<file path="config.mk">
export PLATFORM = sky130hd
export DESIGN_NAME = pdb_bert_top
export DESIGN_NICKNAME = d
export VERILOG_FILES = /design/src/pdb_pkg.sv /design/src/pdb_bert_top.sv /design/src/pdb_lane.sv
export SDC_FILE = /design/constraint.sdc
export NUM_CORES = 1
export LEC_CHECK = 0
export BUFFER_PORTS_ARGS = -buffer_cell sky130_fd_sc_hd__clkbuf_2
export CAP_MARGIN = 20
export CORE_AREA = 2 2 183 185
export CTS_BUF_LIST = sky130_fd_sc_hd__clkbuf_8
export CTS_CLUSTER_DIAMETER = 80
export DETAILED_ROUTE_END_ITERATION = 16
export DIE_AREA = 0 0 185 187
export GPL_ROUTABILITY_DRIVEN = 0
export PLACE_DENSITY = 0.72
export SYNTH_ARGS = -nofsm -noshare
export SYNTH_HDL_FRONTEND = slang
export SYNTH_SLANG_ARGS = --single-unit
</file>
<file path="constraint.sdc">
create_clock -name clk_i -period 3.7 [get_ports clk_i]
set_input_delay 0.555 -clock clk_i [delete_from_list [all_inputs] [get_ports clk_i]]
set_output_delay 0.555 -clock clk_i [all_outputs]
set_load 0.1 [all_outputs]
</file>
<file path="src/pdb_pkg.sv">
// constants shared by the packet-mode bit error rate test engine
// assumes a 250 MHz system clock and a 32-bit classic Wishbone register bus
package pdb_pkg;
    // timing
    localparam int CLK_PERIOD_NS = 4;
    localparam int MS_NS = 1000000;
    localparam int MS_CYCLES = (MS_NS + CLK_PERIOD_NS - 1) / CLK_PERIOD_NS;
    localparam int MS_PER_SEC = 1000;
    localparam int IDLE_STEP_MS = 10;
    localparam int IDLE_MAX_STEPS = 15;
    localparam int DATA_STEP_MS = 100;
    localparam int DATA_MIN_STEPS = 1;
    localparam int DATA_MAX_STEPS = 10;

    // register byte offsets
    localparam logic [7:0] ADR_CTRL = 8'h00;
    localparam logic [7:0] ADR_CMD = 8'h04;
    localparam logic [7:0] ADR_PKT = 8'h08;
    localparam logic [7:0] ADR_BYTE = 8'h0c;
    localparam logic [7:0] ADR_STAT = 8'h10;
    localparam logic [7:0] ADR_PRI = 8'h14;
    localparam logic [7:0] ADR_SEC = 8'h18;
    localparam logic [7:0] ADR_RXB = 8'h1c;
    localparam logic [7:0] ADR_TIME = 8'h20;
    localparam logic [7:0] ADR_BITS = 8'h24;

    // control register fields
    localparam int CTRL_RUN = 0;
    localparam int CTRL_P2047 = 1;
    localparam int CTRL_RATE = 2;
    localparam int CTRL_SEC_EN = 4;
    localparam int CTRL_ENC = 5;
    localparam int CTRL_LSC = 6;
    localparam logic [6:0] CTRL_RESET = 7'h00;
    localparam logic [1:0] RATE_56K = 2'h0;
    localparam logic [1:0] RATE_64K = 2'h1;

    // command register bits, write one to act
    localparam int CMD_RESTART = 0;
    localparam int CMD_PKT_TOGGLE = 1;
    localparam int CMD_PKT_EXIT = 2;
    localparam int CMD_INS_PRI = 3;
    localparam int CMD_INS_SEC = 4;
    localparam int CMD_STOP = 5;

    // packet register fields and reset
    localparam int PKT_IDLE_LSB = 0;
    localparam int PKT_DATA_LSB = 4;
    localparam logic [7:0] PKT_RESET = 8'h10;

    localparam logic [3:0] PRI_INSERT_BITS = 4'h6;
    localparam logic [3:0] SEC_INSERT_BITS = 4'h1;

    // checker lock and loss thresholds
    localparam logic [4:0] LOCK_RUN = 5'h10;
    localparam logic [4:0] LOSS_ERRS = 5'h10;

    // byte codes, values arbitrary
    localparam logic [7:0] IDLE_FILL_BYTE = 8'hfe;
    localparam logic [7:0] DATA_ALL_ONES = 8'hff;
    localparam logic [7:0] BYTE_RESET = 8'hff;

    localparam logic [13:0] BE_MAX = 14'h270f;
    localparam logic [9:0] ES_MAX = 10'h3e7;

    typedef enum logic [1:0] {
        CLS_DATA = 2'b00,
        CLS_CODE = 2'b01,
        CLS_UDATA = 2'b10,
        CLS_UCODE = 2'b11
    } pdb_class_t;

    typedef enum logic {
        MENU_CLOSED = 1'b0,
        MENU_OPEN = 1'b1
    } pdb_menu_t;

    typedef enum logic {
        PH_DATA = 1'b0,
        PH_IDLE = 1'b1
    } pdb_phase_t;
endpackage

</file>
<file path="src/pdb_bert_top.sv">
// packet-mode bit error rate test engine with Wishbone register slave
// assumes line clock and receive bits arrive asynchronously on pins
// Operation
// idle-fill interval set 0 to 150 ms in 10 ms steps.
// data burst length set 100 to 1000 ms in 100 ms steps.
// packet traffic cuts the running 511/2047 pattern into bursts.
// packet mode only allowed at 56 or 64 kbit/s.
// packet setup opens on restart after pattern sync is held; code opens it only when all error counts are also zero.
// in setup one command toggles packet mode, another leaves setup.
// packet mode stays on until stop or switched off in setup.
// packet errors reported as bit errors, errored seconds and ratio.
// encoder sends user byte S ddd ddd C; C zero means control code.
// received byte shown byte aligned and stable, fixed rotation allowed.
// received byte classed known data, known code, unknown data, unknown code.
// latch select code takes its value from the encoder byte switches.
// each primary insert flips exactly six transmitted pattern bits.
// each secondary insert flips one bit, only with secondary active.
// in loopback each inserted error raises the bit error count.
// restart zeroes all error counts and restarts elapsed time.
// restart clears primary and secondary counts together.
// restart with all counts zero steps the error analysis view.
// secondary checker shows sync loss until locked, then counts.
// 2047 generator is maximal length 2^11 minus 1.
// packet bursts separated by control idle fill, not pattern bits.
// errored seconds count seconds holding at least one bit error.
// checker pauses in idle fill and resumes on the continuing pattern.
// errored seconds aligned to elapsed-time second tick, restarted by restart.
//
// Implementation choices: the register offsets and the Wishbone interface to the registers.
module pdb_bert_top #(
    parameter int MS_CYCLES = pdb_pkg::MS_CYCLES
) (
    input wire logic clk_i,
    input wire logic rst_i,
    input wire logic wb_cyc_i,
    input wire logic wb_stb_i,
    input wire logic wb_we_i,
    input wire logic [7:0] wb_adr_i,
    input wire logic [3:0] wb_sel_i,
    input wire logic [31:0] wb_dat_i,
    output logic [31:0] wb_dat_o,
    output logic wb_ack_o,
    input wire logic line_clk_i,
    input wire logic rx_pri_i,
    input wire logic rx_sec_i,
    output logic tx_pri_o,
    output logic tx_sec_o,
    output logic sync_pri_o,
    output logic sync_sec_o,
    output logic pkt_on_o
);
    localparam logic [17:0] MS_LAST = 18'(MS_CYCLES - 1);
    localparam logic [9:0] SEC_LAST = 10'(pdb_pkg::MS_PER_SEC - 1);

    // pin synchronisers: bit0 line clock, bit1 primary rx, bit2 secondary rx
    logic [2:0] s1_q;
    logic [2:0] s2_q;
    logic [2:0] s3_q;
    logic [2:0] pin_q;
    logic line_prev_q;
    logic stb;

    always_ff @(posedge clk_i) begin
        if (rst_i) begin
            s1_q <= 3'h0;
            s2_q <= 3'h0;
            s3_q <= 3'h0;
            pin_q <= 3'h0;
            line_prev_q <= 1'b0;
        end else begin
            s1_q <= {rx_sec_i, rx_pri_i, line_clk_i};
            s2_q <= s1_q;
            s3_q <= s2_q;
            pin_q <= ((s2_q ^ s3_q) & pin_q) | (~(s2_q ^ s3_q) & s3_q);
            line_prev_q <= pin_q[0];
        end
    end

    assign stb = pin_q[0] & ~line_prev_q;

    // wishbone slave: ack one cycle after request, writes act at the ack edge
    logic ack_q;
    logic [31:0] dat_q;
    logic req;
    logic wr;
    logic [5:0] cmd;

    assign req = wb_cyc_i & wb_stb_i;
    assign wr = req & wb_we_i & ack_q & wb_sel_i[0];
    assign cmd = (wr && wb_adr_i == pdb_pkg::ADR_CMD) ? wb_dat_i[5:0] : 6'h00;

    always_ff @(posedge clk_i) begin
        if (rst_i) begin
            ack_q <= 1'b0;
        end else begin
            ack_q <= req & ~ack_q;
        end
    end

    // control, packet timing and encoder byte registers
    logic [6:0] ctrl_q;
    logic [7:0] pkt_q;
    logic [7:0] byte_q;
    logic rate_ok;
    logic byte_mode;
    logic run;
    logic sec_on;

    assign rate_ok = ctrl_q[pdb_pkg::CTRL_RATE +: 2] == pdb_pkg::RATE_56K
        || ctrl_q[pdb_pkg::CTRL_RATE +: 2] == pdb_pkg::RATE_64K;
    assign byte_mode = ctrl_q[pdb_pkg::CTRL_ENC] | ctrl_q[pdb_pkg::CTRL_LSC];
    assign run = ctrl_q[pdb_pkg::CTRL_RUN];
    assign sec_on = run & ctrl_q[pdb_pkg::CTRL_SEC_EN];

    always_ff @(posedge clk_i) begin
        if (rst_i) begin
            ctrl_q <= pdb_pkg::CTRL_RESET;
        end else if (cmd[pdb_pkg::CMD_STOP]) begin
            ctrl_q[pdb_pkg::CTRL_RUN] <= 1'b0;
        end else if (wr && wb_adr_i == pdb_pkg::ADR_CTRL) begin
            ctrl_q <= wb_dat_i[6:0];
        end
    end

    always_ff @(posedge clk_i) begin
        if (rst_i) begin
            pkt_q <= pdb_pkg::PKT_RESET;
            byte_q <= pdb_pkg::BYTE_RESET;
        end else begin
            if (wr && wb_adr_i == pdb_pkg::ADR_PKT) begin
                pkt_q <= wb_dat_i[7:0];
            end
            if (wr && wb_adr_i == pdb_pkg::ADR_BYTE) begin
                byte_q <= wb_dat_i[7:0];
            end
        end
    end

    // interval lengths in ms, steps clamped to the legal range
    logic [9:0] idle_ms;
    logic [9:0] data_ms;

    function automatic logic [3:0] clamp(input logic [3:0] v, input logic [3:0] lo, input logic [3:0] hi);
        return (v < lo) ? lo : ((v > hi) ? hi : v);
    endfunction

    assign idle_ms = 10'(clamp(pkt_q[pdb_pkg::PKT_IDLE_LSB +: 4], 4'h0, 4'(pdb_pkg::IDLE_MAX_STEPS))
        * pdb_pkg::IDLE_STEP_MS);
    assign data_ms = 10'(clamp(pkt_q[pdb_pkg::PKT_DATA_LSB +: 4], 4'(pdb_pkg::DATA_MIN_STEPS),
        4'(pdb_pkg::DATA_MAX_STEPS)) * pdb_pkg::DATA_STEP_MS);

    // error counters, index 0 primary and 1 secondary
    logic [13:0] be_q [2];
    logic [9:0] es_q [2];
    logic es_flag_q [2];
    logic err [2];
    logic sync [2];
    logic zero_all;
    logic restart;

    assign zero_all = be_q[0] == 14'h0 && be_q[1] == 14'h0 && es_q[0] == 10'h0 && es_q[1] == 10'h0;
    assign restart = cmd[pdb_pkg::CMD_RESTART];

    // elapsed time base, restarted by restart so seconds align to it
    logic [17:0] cyc_q;
    logic [9:0] ms_q;
    logic [23:0] elapsed_q;
    logic ms_tick;
    logic sec_tick;

    assign ms_tick = cyc_q == MS_LAST;
    assign sec_tick = ms_tick && ms_q == SEC_LAST;

    always_ff @(posedge clk_i) begin
        if (rst_i || restart) begin
            cyc_q <= 18'h0;
            ms_q <= 10'h0;
            elapsed_q <= 24'h0;
        end else begin
            cyc_q <= ms_tick ? 18'h0 : cyc_q + 18'h1;
            if (ms_tick) begin
                ms_q <= sec_tick ? 10'h0 : ms_q + 10'h1;
            end
            if (sec_tick) begin
                elapsed_q <= elapsed_q + 24'h1;
            end
        end
    end

    // setup menu, packet on flag and analysis view
    pdb_pkg::pdb_menu_t menu_q;
    logic pkt_on_q;
    logic [1:0] view_q;

    always_ff @(posedge clk_i) begin
        if (rst_i) begin
            menu_q <= pdb_pkg::MENU_CLOSED;
            pkt_on_q <= 1'b0;
            view_q <= 2'h0;
        end else begin
            if (restart && zero_all) begin
                view_q <= view_q + 2'h1;
            end
            if (cmd[pdb_pkg::CMD_STOP] || !run) begin
                pkt_on_q <= 1'b0;
                menu_q <= pdb_pkg::MENU_CLOSED;
            end else begin
                case (menu_q)
                    pdb_pkg::MENU_CLOSED: begin
                        if (restart && zero_all && sync[0]) begin
                            menu_q <= pdb_pkg::MENU_OPEN;
                        end
                    end
                    pdb_pkg::MENU_OPEN: begin
                        if (cmd[pdb_pkg::CMD_PKT_TOGGLE]) begin
                            pkt_on_q <= ~pkt_on_q & rate_ok;
                        end
                        if (cmd[pdb_pkg::CMD_PKT_EXIT]) begin
                            menu_q <= pdb_pkg::MENU_CLOSED;
                        end
                    end
                    default: menu_q <= pdb_pkg::MENU_CLOSED;
                endcase
                if (!rate_ok) begin
                    pkt_on_q <= 1'b0;
                end
            end
        end
    end

    // burst and idle phase timing
    pdb_pkg::pdb_phase_t phase_q;
    logic [9:0] ph_ms_q;
    logic idle_now;

    assign idle_now = pkt_on_q && phase_q == pdb_pkg::PH_IDLE;

    always_ff @(posedge clk_i) begin
        if (rst_i || !pkt_on_q) begin
            phase_q <= pdb_pkg::PH_DATA;
            ph_ms_q <= 10'h0;
        end else if (ms_tick) begin
            case (phase_q)
                pdb_pkg::PH_DATA: begin
                    if (ph_ms_q == data_ms - 10'h1) begin
                        ph_ms_q <= 10'h0;
                        // zero idle keeps bursts back to back
                        phase_q <= (idle_ms == 10'h0) ? pdb_pkg::PH_DATA : pdb_pkg::PH_IDLE;
                    end else begin
                        ph_ms_q <= ph_ms_q + 10'h1;
                    end
                end
                pdb_pkg::PH_IDLE: begin
                    if (ph_ms_q >= idle_ms - 10'h1) begin
                        ph_ms_q <= 10'h0;
                        phase_q <= pdb_pkg::PH_DATA;
                    end else begin
                        ph_ms_q <= ph_ms_q + 10'h1;
                    end
                end
                default: phase_q <= pdb_pkg::PH_DATA;
            endcase
        end
    end

    // pending insert counts, drained one flipped bit per sent bit
    logic [7:0] ins_pri_q;
    logic [7:0] ins_sec_q;
    logic pri_tx_en;

    assign pri_tx_en = run & ~byte_mode & ~idle_now;

    always_ff @(posedge clk_i) begin
        if (rst_i) begin
            ins_pri_q <= 8'h0;
            ins_sec_q <= 8'h0;
        end else begin
            if (cmd[pdb_pkg::CMD_INS_PRI] && ins_pri_q < 8'hf0) begin
                ins_pri_q <= ins_pri_q + {4'h0, pdb_pkg::PRI_INSERT_BITS}
                    - {7'h0, stb & pri_tx_en & (ins_pri_q != 8'h0)};
            end else if (stb && pri_tx_en && ins_pri_q != 8'h0) begin
                ins_pri_q <= ins_pri_q - 8'h1;
            end
            if (cmd[pdb_pkg::CMD_INS_SEC] && sec_on && ins_sec_q < 8'hf0) begin
                ins_sec_q <= ins_sec_q + {4'h0, pdb_pkg::SEC_INSERT_BITS}
                    - {7'h0, stb & (ins_sec_q != 8'h0)};
            end else if (stb && sec_on && ins_sec_q != 8'h0) begin
                ins_sec_q <= ins_sec_q - 8'h1;
            end
        end
    end

    // transmit byte framing, msb (S) first and C last
    logic [2:0] tx_idx_q;
    logic [7:0] tx_byte;
    logic lane_tx [2];
    logic tx_pri_q;
    logic tx_sec_q;
    logic chk_pri_q;

    assign tx_byte = (run && byte_mode) ? byte_q : pdb_pkg::IDLE_FILL_BYTE;

    always_ff @(posedge clk_i) begin
        if (rst_i) begin
            tx_idx_q <= 3'h7;
            tx_pri_q <= 1'b1;
            tx_sec_q <= 1'b1;
            chk_pri_q <= 1'b0;
        end else if (stb) begin
            // a strobe checks the bit sent at the one before
            chk_pri_q <= pri_tx_en;
            tx_idx_q <= tx_idx_q - 3'h1;
            tx_pri_q <= pri_tx_en ? lane_tx[0] : tx_byte[tx_idx_q];
            tx_sec_q <= sec_on ? lane_tx[1] : 1'b1;
        end
    end

    pdb_lane u_pri (
        .clk_i(clk_i),
        .rst_i(rst_i),
        .sel_2047_i(ctrl_q[pdb_pkg::CTRL_P2047]),
        .step_i(stb),
        .tx_en_i(pri_tx_en),
        .flip_i(ins_pri_q != 8'h0),
        .rx_bit_i(pin_q[1]),
        .chk_en_i(chk_pri_q),
        .tx_bit_o(lane_tx[0]),
        .sync_o(sync[0]),
        .err_o(err[0])
    );

    pdb_lane u_sec (
        .clk_i(clk_i),
        .rst_i(rst_i),
        .sel_2047_i(ctrl_q[pdb_pkg::CTRL_P2047]),
        .step_i(stb),
        .tx_en_i(sec_on),
        .flip_i(ins_sec_q != 8'h0),
        .rx_bit_i(pin_q[2]),
        .chk_en_i(sec_on),
        .tx_bit_o(lane_tx[1]),
        .sync_o(sync[1]),
        .err_o(err[1])
    );

    // bit error and errored second counts; an error in the tick cycle still counts
    always_ff @(posedge clk_i) begin
        for (int i = 0; i < 2; i++) begin
            if (rst_i || restart) begin
                be_q[i] <= 14'h0;
                es_q[i] <= 10'h0;
                es_flag_q[i] <= 1'b0;
            end else begin
                if (err[i] && be_q[i] != pdb_pkg::BE_MAX) begin
                    be_q[i] <= be_q[i] + 14'h1;
                end
                if (sec_tick) begin
                    es_flag_q[i] <= 1'b0;
                    if ((es_flag_q[i] || err[i]) && es_q[i] != pdb_pkg::ES_MAX) begin
                        es_q[i] <= es_q[i] + 10'h1;
                    end
                end else if (err[i]) begin
                    es_flag_q[i] <= 1'b1;
                end
            end
        end
    end

    // checked primary bits, the divisor for the error ratio
    logic [31:0] bits_q;

    always_ff @(posedge clk_i) begin
        if (rst_i || restart) begin
            bits_q <= 32'h0;
        end else if (stb && chk_pri_q && sync[0]) begin
            bits_q <= bits_q + 32'h1;
        end
    end

    // received byte: fixed framing so the shown byte never walks
    logic [7:0] rx_sh_q;
    logic [2:0] rx_idx_q;
    logic [7:0] rx_byte_q;
    pdb_pkg::pdb_class_t rx_cls_q;

    function automatic pdb_pkg::pdb_class_t classify(input logic [7:0] b, input logic [7:0] latch_select_byte,
        input logic lsc_en);
        if (lsc_en && b == latch_select_byte) begin
            return pdb_pkg::CLS_CODE;
        end
        if (b[0]) begin
            return (b == pdb_pkg::DATA_ALL_ONES) ? pdb_pkg::CLS_DATA : pdb_pkg::CLS_UDATA;
        end
        return (b == pdb_pkg::IDLE_FILL_BYTE) ? pdb_pkg::CLS_CODE : pdb_pkg::CLS_UCODE;
    endfunction

    always_ff @(posedge clk_i) begin
        if (rst_i) begin
            rx_sh_q <= 8'h0;
            rx_idx_q <= 3'h0;
            rx_byte_q <= 8'h0;
            rx_cls_q <= pdb_pkg::CLS_UCODE;
        end else if (stb) begin
            rx_sh_q <= {rx_sh_q[6:0], pin_q[1]};
            rx_idx_q <= rx_idx_q + 3'h1;
            if (rx_idx_q == 3'h7) begin
                rx_byte_q <= {rx_sh_q[6:0], pin_q[1]};
                rx_cls_q <= classify({rx_sh_q[6:0], pin_q[1]}, byte_q, ctrl_q[pdb_pkg::CTRL_LSC]);
            end
        end
    end

    // read mux, loaded on the request cycle and held through ack
    always_ff @(posedge clk_i) begin
        if (rst_i) begin
            dat_q <= 32'h0;
        end else if (req && !ack_q) begin
            case (wb_adr_i)
                pdb_pkg::ADR_CTRL: dat_q <= {25'h0, ctrl_q};
                pdb_pkg::ADR_PKT: dat_q <= {24'h0, pkt_q};
                pdb_pkg::ADR_BYTE: dat_q <= {23'h0, ~byte_q[0], byte_q};
                pdb_pkg::ADR_STAT: dat_q <= {22'h0, rx_cls_q, view_q, menu_q, pkt_on_q, idle_now,
                    rate_ok, sync[1], sync[0]};
                pdb_pkg::ADR_PRI: dat_q <= {6'h0, es_q[0], 2'h0, be_q[0]};
                pdb_pkg::ADR_SEC: dat_q <= {6'h0, es_q[1], 2'h0, be_q[1]};
                pdb_pkg::ADR_RXB: dat_q <= {22'h0, rx_cls_q, rx_byte_q};
                pdb_pkg::ADR_TIME: dat_q <= {8'h0, elapsed_q};
                pdb_pkg::ADR_BITS: dat_q <= bits_q;
                default: dat_q <= 32'h0;
            endcase
        end
    end

    assign wb_ack_o = ack_q;
    assign wb_dat_o = dat_q;
    assign tx_pri_o = tx_pri_q;
    assign tx_sec_o = tx_sec_q;
    assign sync_pri_o = sync[0];
    assign sync_sec_o = sync[1];
    assign pkt_on_o = pkt_on_q;
endmodule

</file>
<file path="src/pdb_lane.sv">
// one pattern lane: 511/2047 generator and self-locking checker
// assumes step_i is a one-cycle bit strobe from the line clock
module pdb_lane (
    input wire logic clk_i,
    input wire logic rst_i,
    input wire logic sel_2047_i,
    input wire logic step_i,
    input wire logic tx_en_i,
    input wire logic flip_i,
    input wire logic rx_bit_i,
    input wire logic chk_en_i,
    output logic tx_bit_o,
    output logic sync_o,
    output logic err_o
);
    logic [10:0] gen_q;
    logic [10:0] chk_q;
    logic [4:0] run_q;
    logic [5:0] win_q;
    logic [4:0] bad_q;
    logic sync_q;
    logic err_q;
    logic tx_q;
    logic pred;
    logic miss;

    localparam logic [4:0] LOCK_RUN_M1 = pdb_pkg::LOCK_RUN - 5'h01;
    localparam logic [4:0] LOSS_M1 = pdb_pkg::LOSS_ERRS - 5'h01;

    // x^9+x^5+1 or x^11+x^9+1
    function automatic logic feedback(input logic [10:0] s, input logic long_seq);
        return long_seq ? (s[10] ^ s[8]) : (s[8] ^ s[4]);
    endfunction

    assign pred = feedback(chk_q, sel_2047_i);
    assign miss = rx_bit_i ^ pred;

    always_ff @(posedge clk_i) begin
        if (rst_i) begin
            gen_q <= 11'h7ff;
            tx_q <= 1'b0;
        end else if (step_i && tx_en_i) begin
            tx_q <= feedback(gen_q, sel_2047_i) ^ flip_i;
            gen_q <= {gen_q[9:0], feedback(gen_q, sel_2047_i)};
        end
    end

    always_ff @(posedge clk_i) begin
        if (rst_i) begin
            chk_q <= 11'h000;
            run_q <= 5'h00;
            win_q <= 6'h00;
            bad_q <= 5'h00;
            sync_q <= 1'b0;
            err_q <= 1'b0;
        end else begin
            err_q <= 1'b0;
            if (step_i && chk_en_i) begin
                if (!sync_q) begin
                    // seed from the line; an all-zero register never locks
                    chk_q <= {chk_q[9:0], rx_bit_i};
                    run_q <= miss ? 5'h00 : run_q + 5'h01;
                    if (!miss && run_q == LOCK_RUN_M1 && |chk_q) begin
                        sync_q <= 1'b1;
                        win_q <= 6'h00;
                        bad_q <= 5'h00;
                    end
                end else begin
                    chk_q <= {chk_q[9:0], pred};
                    err_q <= miss;
                    win_q <= win_q + 6'h01;
                    bad_q <= (&win_q) ? 5'h00 : bad_q + {4'h0, miss};
                    if (miss && bad_q == LOSS_M1) begin
                        sync_q <= 1'b0;
                        run_q <= 5'h00;
                    end
                end
            end
        end
    end

    assign tx_bit_o = tx_q;
    assign sync_o = sync_q;
    assign err_o = err_q;
endmodule

</file>
### Yosys cells after proc, flatten, opt, wreduce, memory -nomap -nowiden

Memory sizes are Yosys's and may differ from the RTL's.
Index checks and enable logic that the tools add are counted.

* register bits after elaboration: 292
* bits in writable memories: 50
* bits of input ports: 52
* output and inout bits: 38
* word-level logic and storage cells: 343
* memories: 3

Memory list
* be_q: words 2, width 14, read ports 2, clocked after memory_dff 0, write ports 2, RTL line pdb_bert_top.sv:153 `logic [13:0] be_q [2];`
* es_q: words 2, width 10, read ports 2, clocked after memory_dff 0, write ports 2, RTL line pdb_bert_top.sv:154 `logic [9:0] es_q [2];`
* es_flag_q: words 2, width 1, read ports 2, clocked after memory_dff 0, write ports 2, RTL line pdb_bert_top.sv:155 `logic es_flag_q [2];`

* $add $sub $neg: 26
* multipliers: 2
* magnitude comparators: 8
* eq/ne operators: 27
* mux-type cells: 104
* bitwise logic cells: 53
* reductions and logical operators: 74

Operators by type and width (number)
* $pmux W32 S9: 1
* $mux W1: 60
* $mux W5: 12
* $mux W10: 5
* $add A10 B1 Y10 const B: 4
* $mux W8: 5
* $logic_and A1 B1 Y1: 33
* $add A32 B1 Y32 const B: 1
* $eq A8 B5 Y1 const B: 4
* $logic_not A10 Y1: 3
* $mux W6: 5
* $add A14 B1 Y14 const B: 2
* $logic_not A14 Y1: 2
* $mux W14: 2
* $ne A14 B14 Y1 const B: 2
* $add A24 B1 Y24 const B: 1
* $reduce_or A11 Y1: 2
* $eq A5 B4 Y1 const B: 4
* $ne A10 B10 Y1 const B: 2
* $pmux W10 S2: 1
* $add A18 B1 Y18 const B: 1
* $eq A18 B18 Y1 const B: 1
* $eq A8 B4 Y1 const B: 2
* $eq A8 B6 Y1 const B: 2
* other kinds (49): 137

### Longest topological paths before layout

* depth after elaboration: 12
* mapped depth: 16
* depth with buffers taken out: 15

### Modules after synthesis

From an unflattened synthesis, not the netlist that was laid out.

* cells, all modules: 2059
* area, all modules: 17778.3 um^2

By module, submodules not included
* pdb_bert_top: times used 1, cells an instance 1601, area an instance 14007.2 um^2, seq. area each 5705.5 um^2
* pdb_lane: times used 2, cells an instance 229, area an instance 1885.6 um^2, seq. area each 820.8 um^2

### Least setup slack after synthesis

No wires, ideal clock.

* kind: register to register
* start: reg pkt_q[1]
* end: reg ph_ms_q[1]
* setup time: 70 ps
* arrival time: 3135 ps
* data required time: 3630 ps
* setup slack: 494 ps
* stages on the path, launching flop included: 16
* path buffers: 0
* clock period less this slack: 3206 ps
* cell sequence: dfxtp_1 > ha_1 > ha_1 > inv_1 > fa_1 > nand3_1 > nor2_1 > xnor2_1 > a21oi_1 > ha_1 > a21o_1 > a21o_1 > a221o_1 > a31oi_1 > o31ai_2 > a21oi_1

* word-level cells in the longest chain between the ends: 8
* elaborated cells on any way between the ends: 9
* classes of those cells: add/sub (1); mul (1); order compare (3); mux (4)

RTL lines
* from (decl): RTL line pdb_bert_top.sv:102 `logic [7:0] pkt_q;`
* from (signal assigned): RTL line pdb_bert_top.sv:127 `pkt_q <= pdb_pkg::PKT_RESET;`
* from (signal assigned): RTL line pdb_bert_top.sv:131 `pkt_q <= wb_dat_i[7:0];`
* $gt A4 B4 Y1: RTL line pdb_bert_top.sv:144 `return (v < lo) ? lo : ((v > hi) ? hi : v);`
* $mux W4: RTL line pdb_bert_top.sv:144
* $mux W4 (*): RTL line pdb_bert_top.sv:144
* $mul A4 B3 Y7 (*): RTL line pdb_bert_top.sv:148 `* pdb_pkg::IDLE_STEP_MS);`
* $sub A8 B1 Y9 (*): RTL line pdb_bert_top.sv:254 `if (ph_ms_q >= idle_ms - 10'h1) begin`
* $ge A10 B10 Y1 (*): RTL line pdb_bert_top.sv:254
* $mux W10 (*): RTL line pdb_bert_top.sv:254
* $pmux W10 S2 (*): RTL line pdb_bert_top.sv:243 `case (phase_q)`
* to (signal assigned): RTL line pdb_bert_top.sv:250 `ph_ms_q <= ph_ms_q + 10'h1;`
* to (signal assigned): RTL line pdb_bert_top.sv:258 `ph_ms_q <= ph_ms_q + 10'h1;`
* to (decl): RTL line pdb_bert_top.sv:233 `logic [9:0] ph_ms_q;`

Every way passes the cells marked *; elsewhere a longest branch is shown, timed or not.
A chain may end at the register's enable or synchronous reset.

### Worst setup path in the final report

Same ends and word-level chain as after synthesis.

==> reports/metrics.cfg <==
[placement]
io_buffers = 62
dp_hpwl_um = 30800
post-place-cells = 2488

[clock_network]
cts.sinks = 342
cts_setup_buffers = 0
cts_made_buffers = 57
clk_pin_slew_ps = 60
htreeDepth = 2
clk_latency_ps = 620
cts-root-buf = clkbuf_8
tritoncts = built
clockBufferDepth = 3

[power]
power_leakage_nw = 7.31
power_per_cell_area_nw_per_um2 = 396
comb_power_share = 0.046
switchingPower_mw = 1.88
seqPwrFrac = 0.495
pwr-share-clk = 0.459
power_mw = 7.78
vdd_drop_max_mv = 0.315
p_int_mw = 5.90
swShare = 0.242

[setup_path]
worstPathArrival_ps = 4040
cp-start-kind = flip-flop
crit_buf_inv = 1
path_cells = ha_1, ha_1, inv_1, fa_1, nand3_1, nor2_1, xnor2_1, a21oi_1, ha_1, a21o_1, a21o_1, a221o_1, a31oi_4, o31ai_4, a21oi_1
cp_top_family = adder cells
r2r_setup_slack_ps = 210
critical_path.max_fanout = 6
required_ps = 4250
reg2reg_depth = 15
cp-end-kind = flip-flop
critPathSlowestCell = fa_1
crit_path_max_incr_delay_ps = 560
cp.depth = 15
crit_top_cell = ha_1
crit_type = reg -> reg

[floorplanning]
rows = 67
io_pins = 90
die_w_um = 185
initial_core_util = 0.538
coreArea_sq_um = 32900
die_area_sq_um = 34600
die_y_um = 187

[yosys]
synth_edf_count = 50
seq_area_frac_synth = 0.416
netlist_area_sq_um = 17700
avgSynthCellArea_sq_um = 8.63
async_flop_share = 0
synth_area_leader_cell = dfxtp_1
synth.top_cells.by_count = 293 x nor2_1, 292 x dfxtp_1, 230 x nand2_1
synth.distinct_cells = 83
synthCells = 2048
synth_ff_type = dfxtp_1
synth-seq-cells = 342
synth_top_area_frac = 0.331
synth_fp_nets = 2184
synth_most_common_cell = nor2_1
ys_warn_count = 0
ys_top_cells_by_area = dfxtp_1 33%, edfxtp_1 8.5%, nor2_1 6.2%

[sta]
hold_viol_final = 0
skew_ps = 35.1
worst_pin_slew_ps = 1010
setup_viol = 0
period_share = 0.943
max_clock_freq_mhz = 287
slew_viol_final = 0
slew_headroom = 0.328
fin_crit_ps = 3490

[worst_hold_path]
holdCritPathClass = in -> reg
hold_depth = 2

[drt]
wl_per_cell_um = 16.9
finalWirelength_um = 43800
drcViolationCount = 0
ant_nets = 0
avgViaCountPerCell = 5.75
dr.pass1.iters = 5
routed-via-count = 14900
drtIter0Drc = 1154

[final_layout]
nNetsFinal = 2236
fin_util = 0.598
instances_no_fill = 2596
areaGrowthSynthToFinish_pct = 11.2
regArea_sq_um = 7350
drive_gt1_frac = 0.106
multi_input_area_sq_um = 9680
fillCellCount = 2915

[grt]
grt_remaining_overflow = 0
grt_pass1_wl_um = 71500
antenna_found_initial = 4
grt_util_all_layers = 0.253
grt_pass1_vias = 14100
grt_max_degree = 88

[run_status]
status = finished clean

[run]
drv_cap = 0

-- layout by cell type, fill, tap and decap left out, types with 33 or more instances in the layout --
| cell type | instances |
|---|---|
| clkbuf_8 | 71 |
| nor2_1 | 292 |
| a22oi_1 | 34 |
| inv_1 | 80 |
| ha_1 | 82 |
| nand4_1 | 53 |
| a21oi_1 | 100 |
| xor2_1 | 74 |
| nand2_1 | 230 |
| nand3_1 | 86 |
| o21ai_0 | 40 |
| xnor2_1 | 110 |
| and3_1 | 41 |
| a211oi_1 | 37 |
| nor3_1 | 49 |
| clkbuf_2 | 61 |
| dfxtp_1 | 292 |
| buf_4 | 33 |
| edfxtp_1 | 50 |
-- routing by layer --
metal | GRT usage | routed length, um | up-vias
met5 | 0 | 0 | -
met4 | 0.107 | 1700 | 0
met2 | 0.406 | 20100 | 475
met1 | 0.335 | 19200 | 7034
li1 | - | - | 7312
met3 | 0.0436 | 2850 | 116
-- what timing repair did --
item,CTS,global route
gates resized for setup,0,4
setup endpoints to repair,0,10
hold buffers,0,0
-- power groups by stage --
stage	Clock (mW)	Combinational [mW]	Sequential, mW
after floorplan	0	0.165	4.01
after global placement	0	0.352	3.93
after detailed placement	0	0.357	3.93
after CTS	3.64	0.358	3.85
after global routing	3.80	0.382	3.85
final	3.57	0.360	3.85
-- final cells by class --
type	count	share of cell area
clock inverter	32	0.0127
clock buffer	71	0.0497
multi-input combinational	1534	0.493
inverter	70	0.0134
tap	448	0.0285
antenna	4	0.000509
timing repair buffer	95	0.0287
sequential	342	0.374
-- path summary, 6_finish.rpt --
| path | startpoint | endpoint |
|---|---|---|
| max | pkt_q[1]$_SDFFE_PP0P_ | ph_ms_q[1]$_SDFFE_PP0P_ |
| min | rx_pri_i | s1_q[1]$_SDFF_PP0_ |
| max reg2reg | pkt_q[1]$_SDFFE_PP0P_ | ph_ms_q[1]$_SDFFE_PP0P_ |
| min reg2reg | s1_q[2]$_SDFF_PP0_ | s2_q[2]$_SDFF_PP0_ |
-- worst register-to-register path, stage by stage, from the launching register on --
cell     delay (ps)
dfxtp_1         360
ha_1            300
ha_1            160
inv_1            50
fa_1            560
nand3_1         110
nor2_1          150
xnor2_1         130
a21oi_1          90
ha_1            290
a21o_1          190
a21o_1          170
a221o_1         340
a31oi_4         230
o31ai_4         150
a21oi_1         140
-- through the flow --
| step | setup WS (ps) | TNS (ps) | instance area (sq um) | hold slack [ps] |
|---|---|---|---|---|
| floorplan | 494 | 0 | 17700 | 413 |
| global placement | 272 | 0 | 18400 | 425 |
| detailed placement | 135 | 0 | 18400 | 429 |
| CTS | 116 | 0 | 19600 | 161 |
| global route | -4.82 | -4.82 | 19600 | 166 |
| finish | 210 | 0 | 19700 | 187 |
-- flip-flops by register name, indices dropped and copies added, names as in the netlist, 6 cells and up, named ones only --
name,cells
be_q,28
bits_q,32
byte_q,8
ctrl_q,7
cyc_q,18
elapsed_q,24
es_q,20
ins_pri_q,8
ins_sec_q,8
ms_q,10
ph_ms_q,10
pkt_q,8
rx_byte_q,8
rx_sh_q,7
u_pri.chk_q,11
u_pri.gen_q,11
u_pri.win_q,6
u_sec.chk_q,11
u_sec.gen_q,11
u_sec.win_q,6
wb_dat_o,32
-- logic make-up (layout without fill, tap and decap cells) --
| kind of cell | Yosys count | after routing | share of synthesized area |
|---|---|---|---|
| other cells | 0 | 4 | 0 |
| mux | 39 | 39 | 0.0239 |
| compound gates | 316 | 317 | 0.119 |
| buf+inv | 173 | 268 | 0.0397 |
| xor+xnor | 186 | 186 | 0.0939 |
| flops | 342 | 342 | 0.416 |
| fa+ha+maj | 84 | 84 | 0.0603 |
| simple gates | 908 | 908 | 0.247 |
Power figures use the tool's default switching activity.
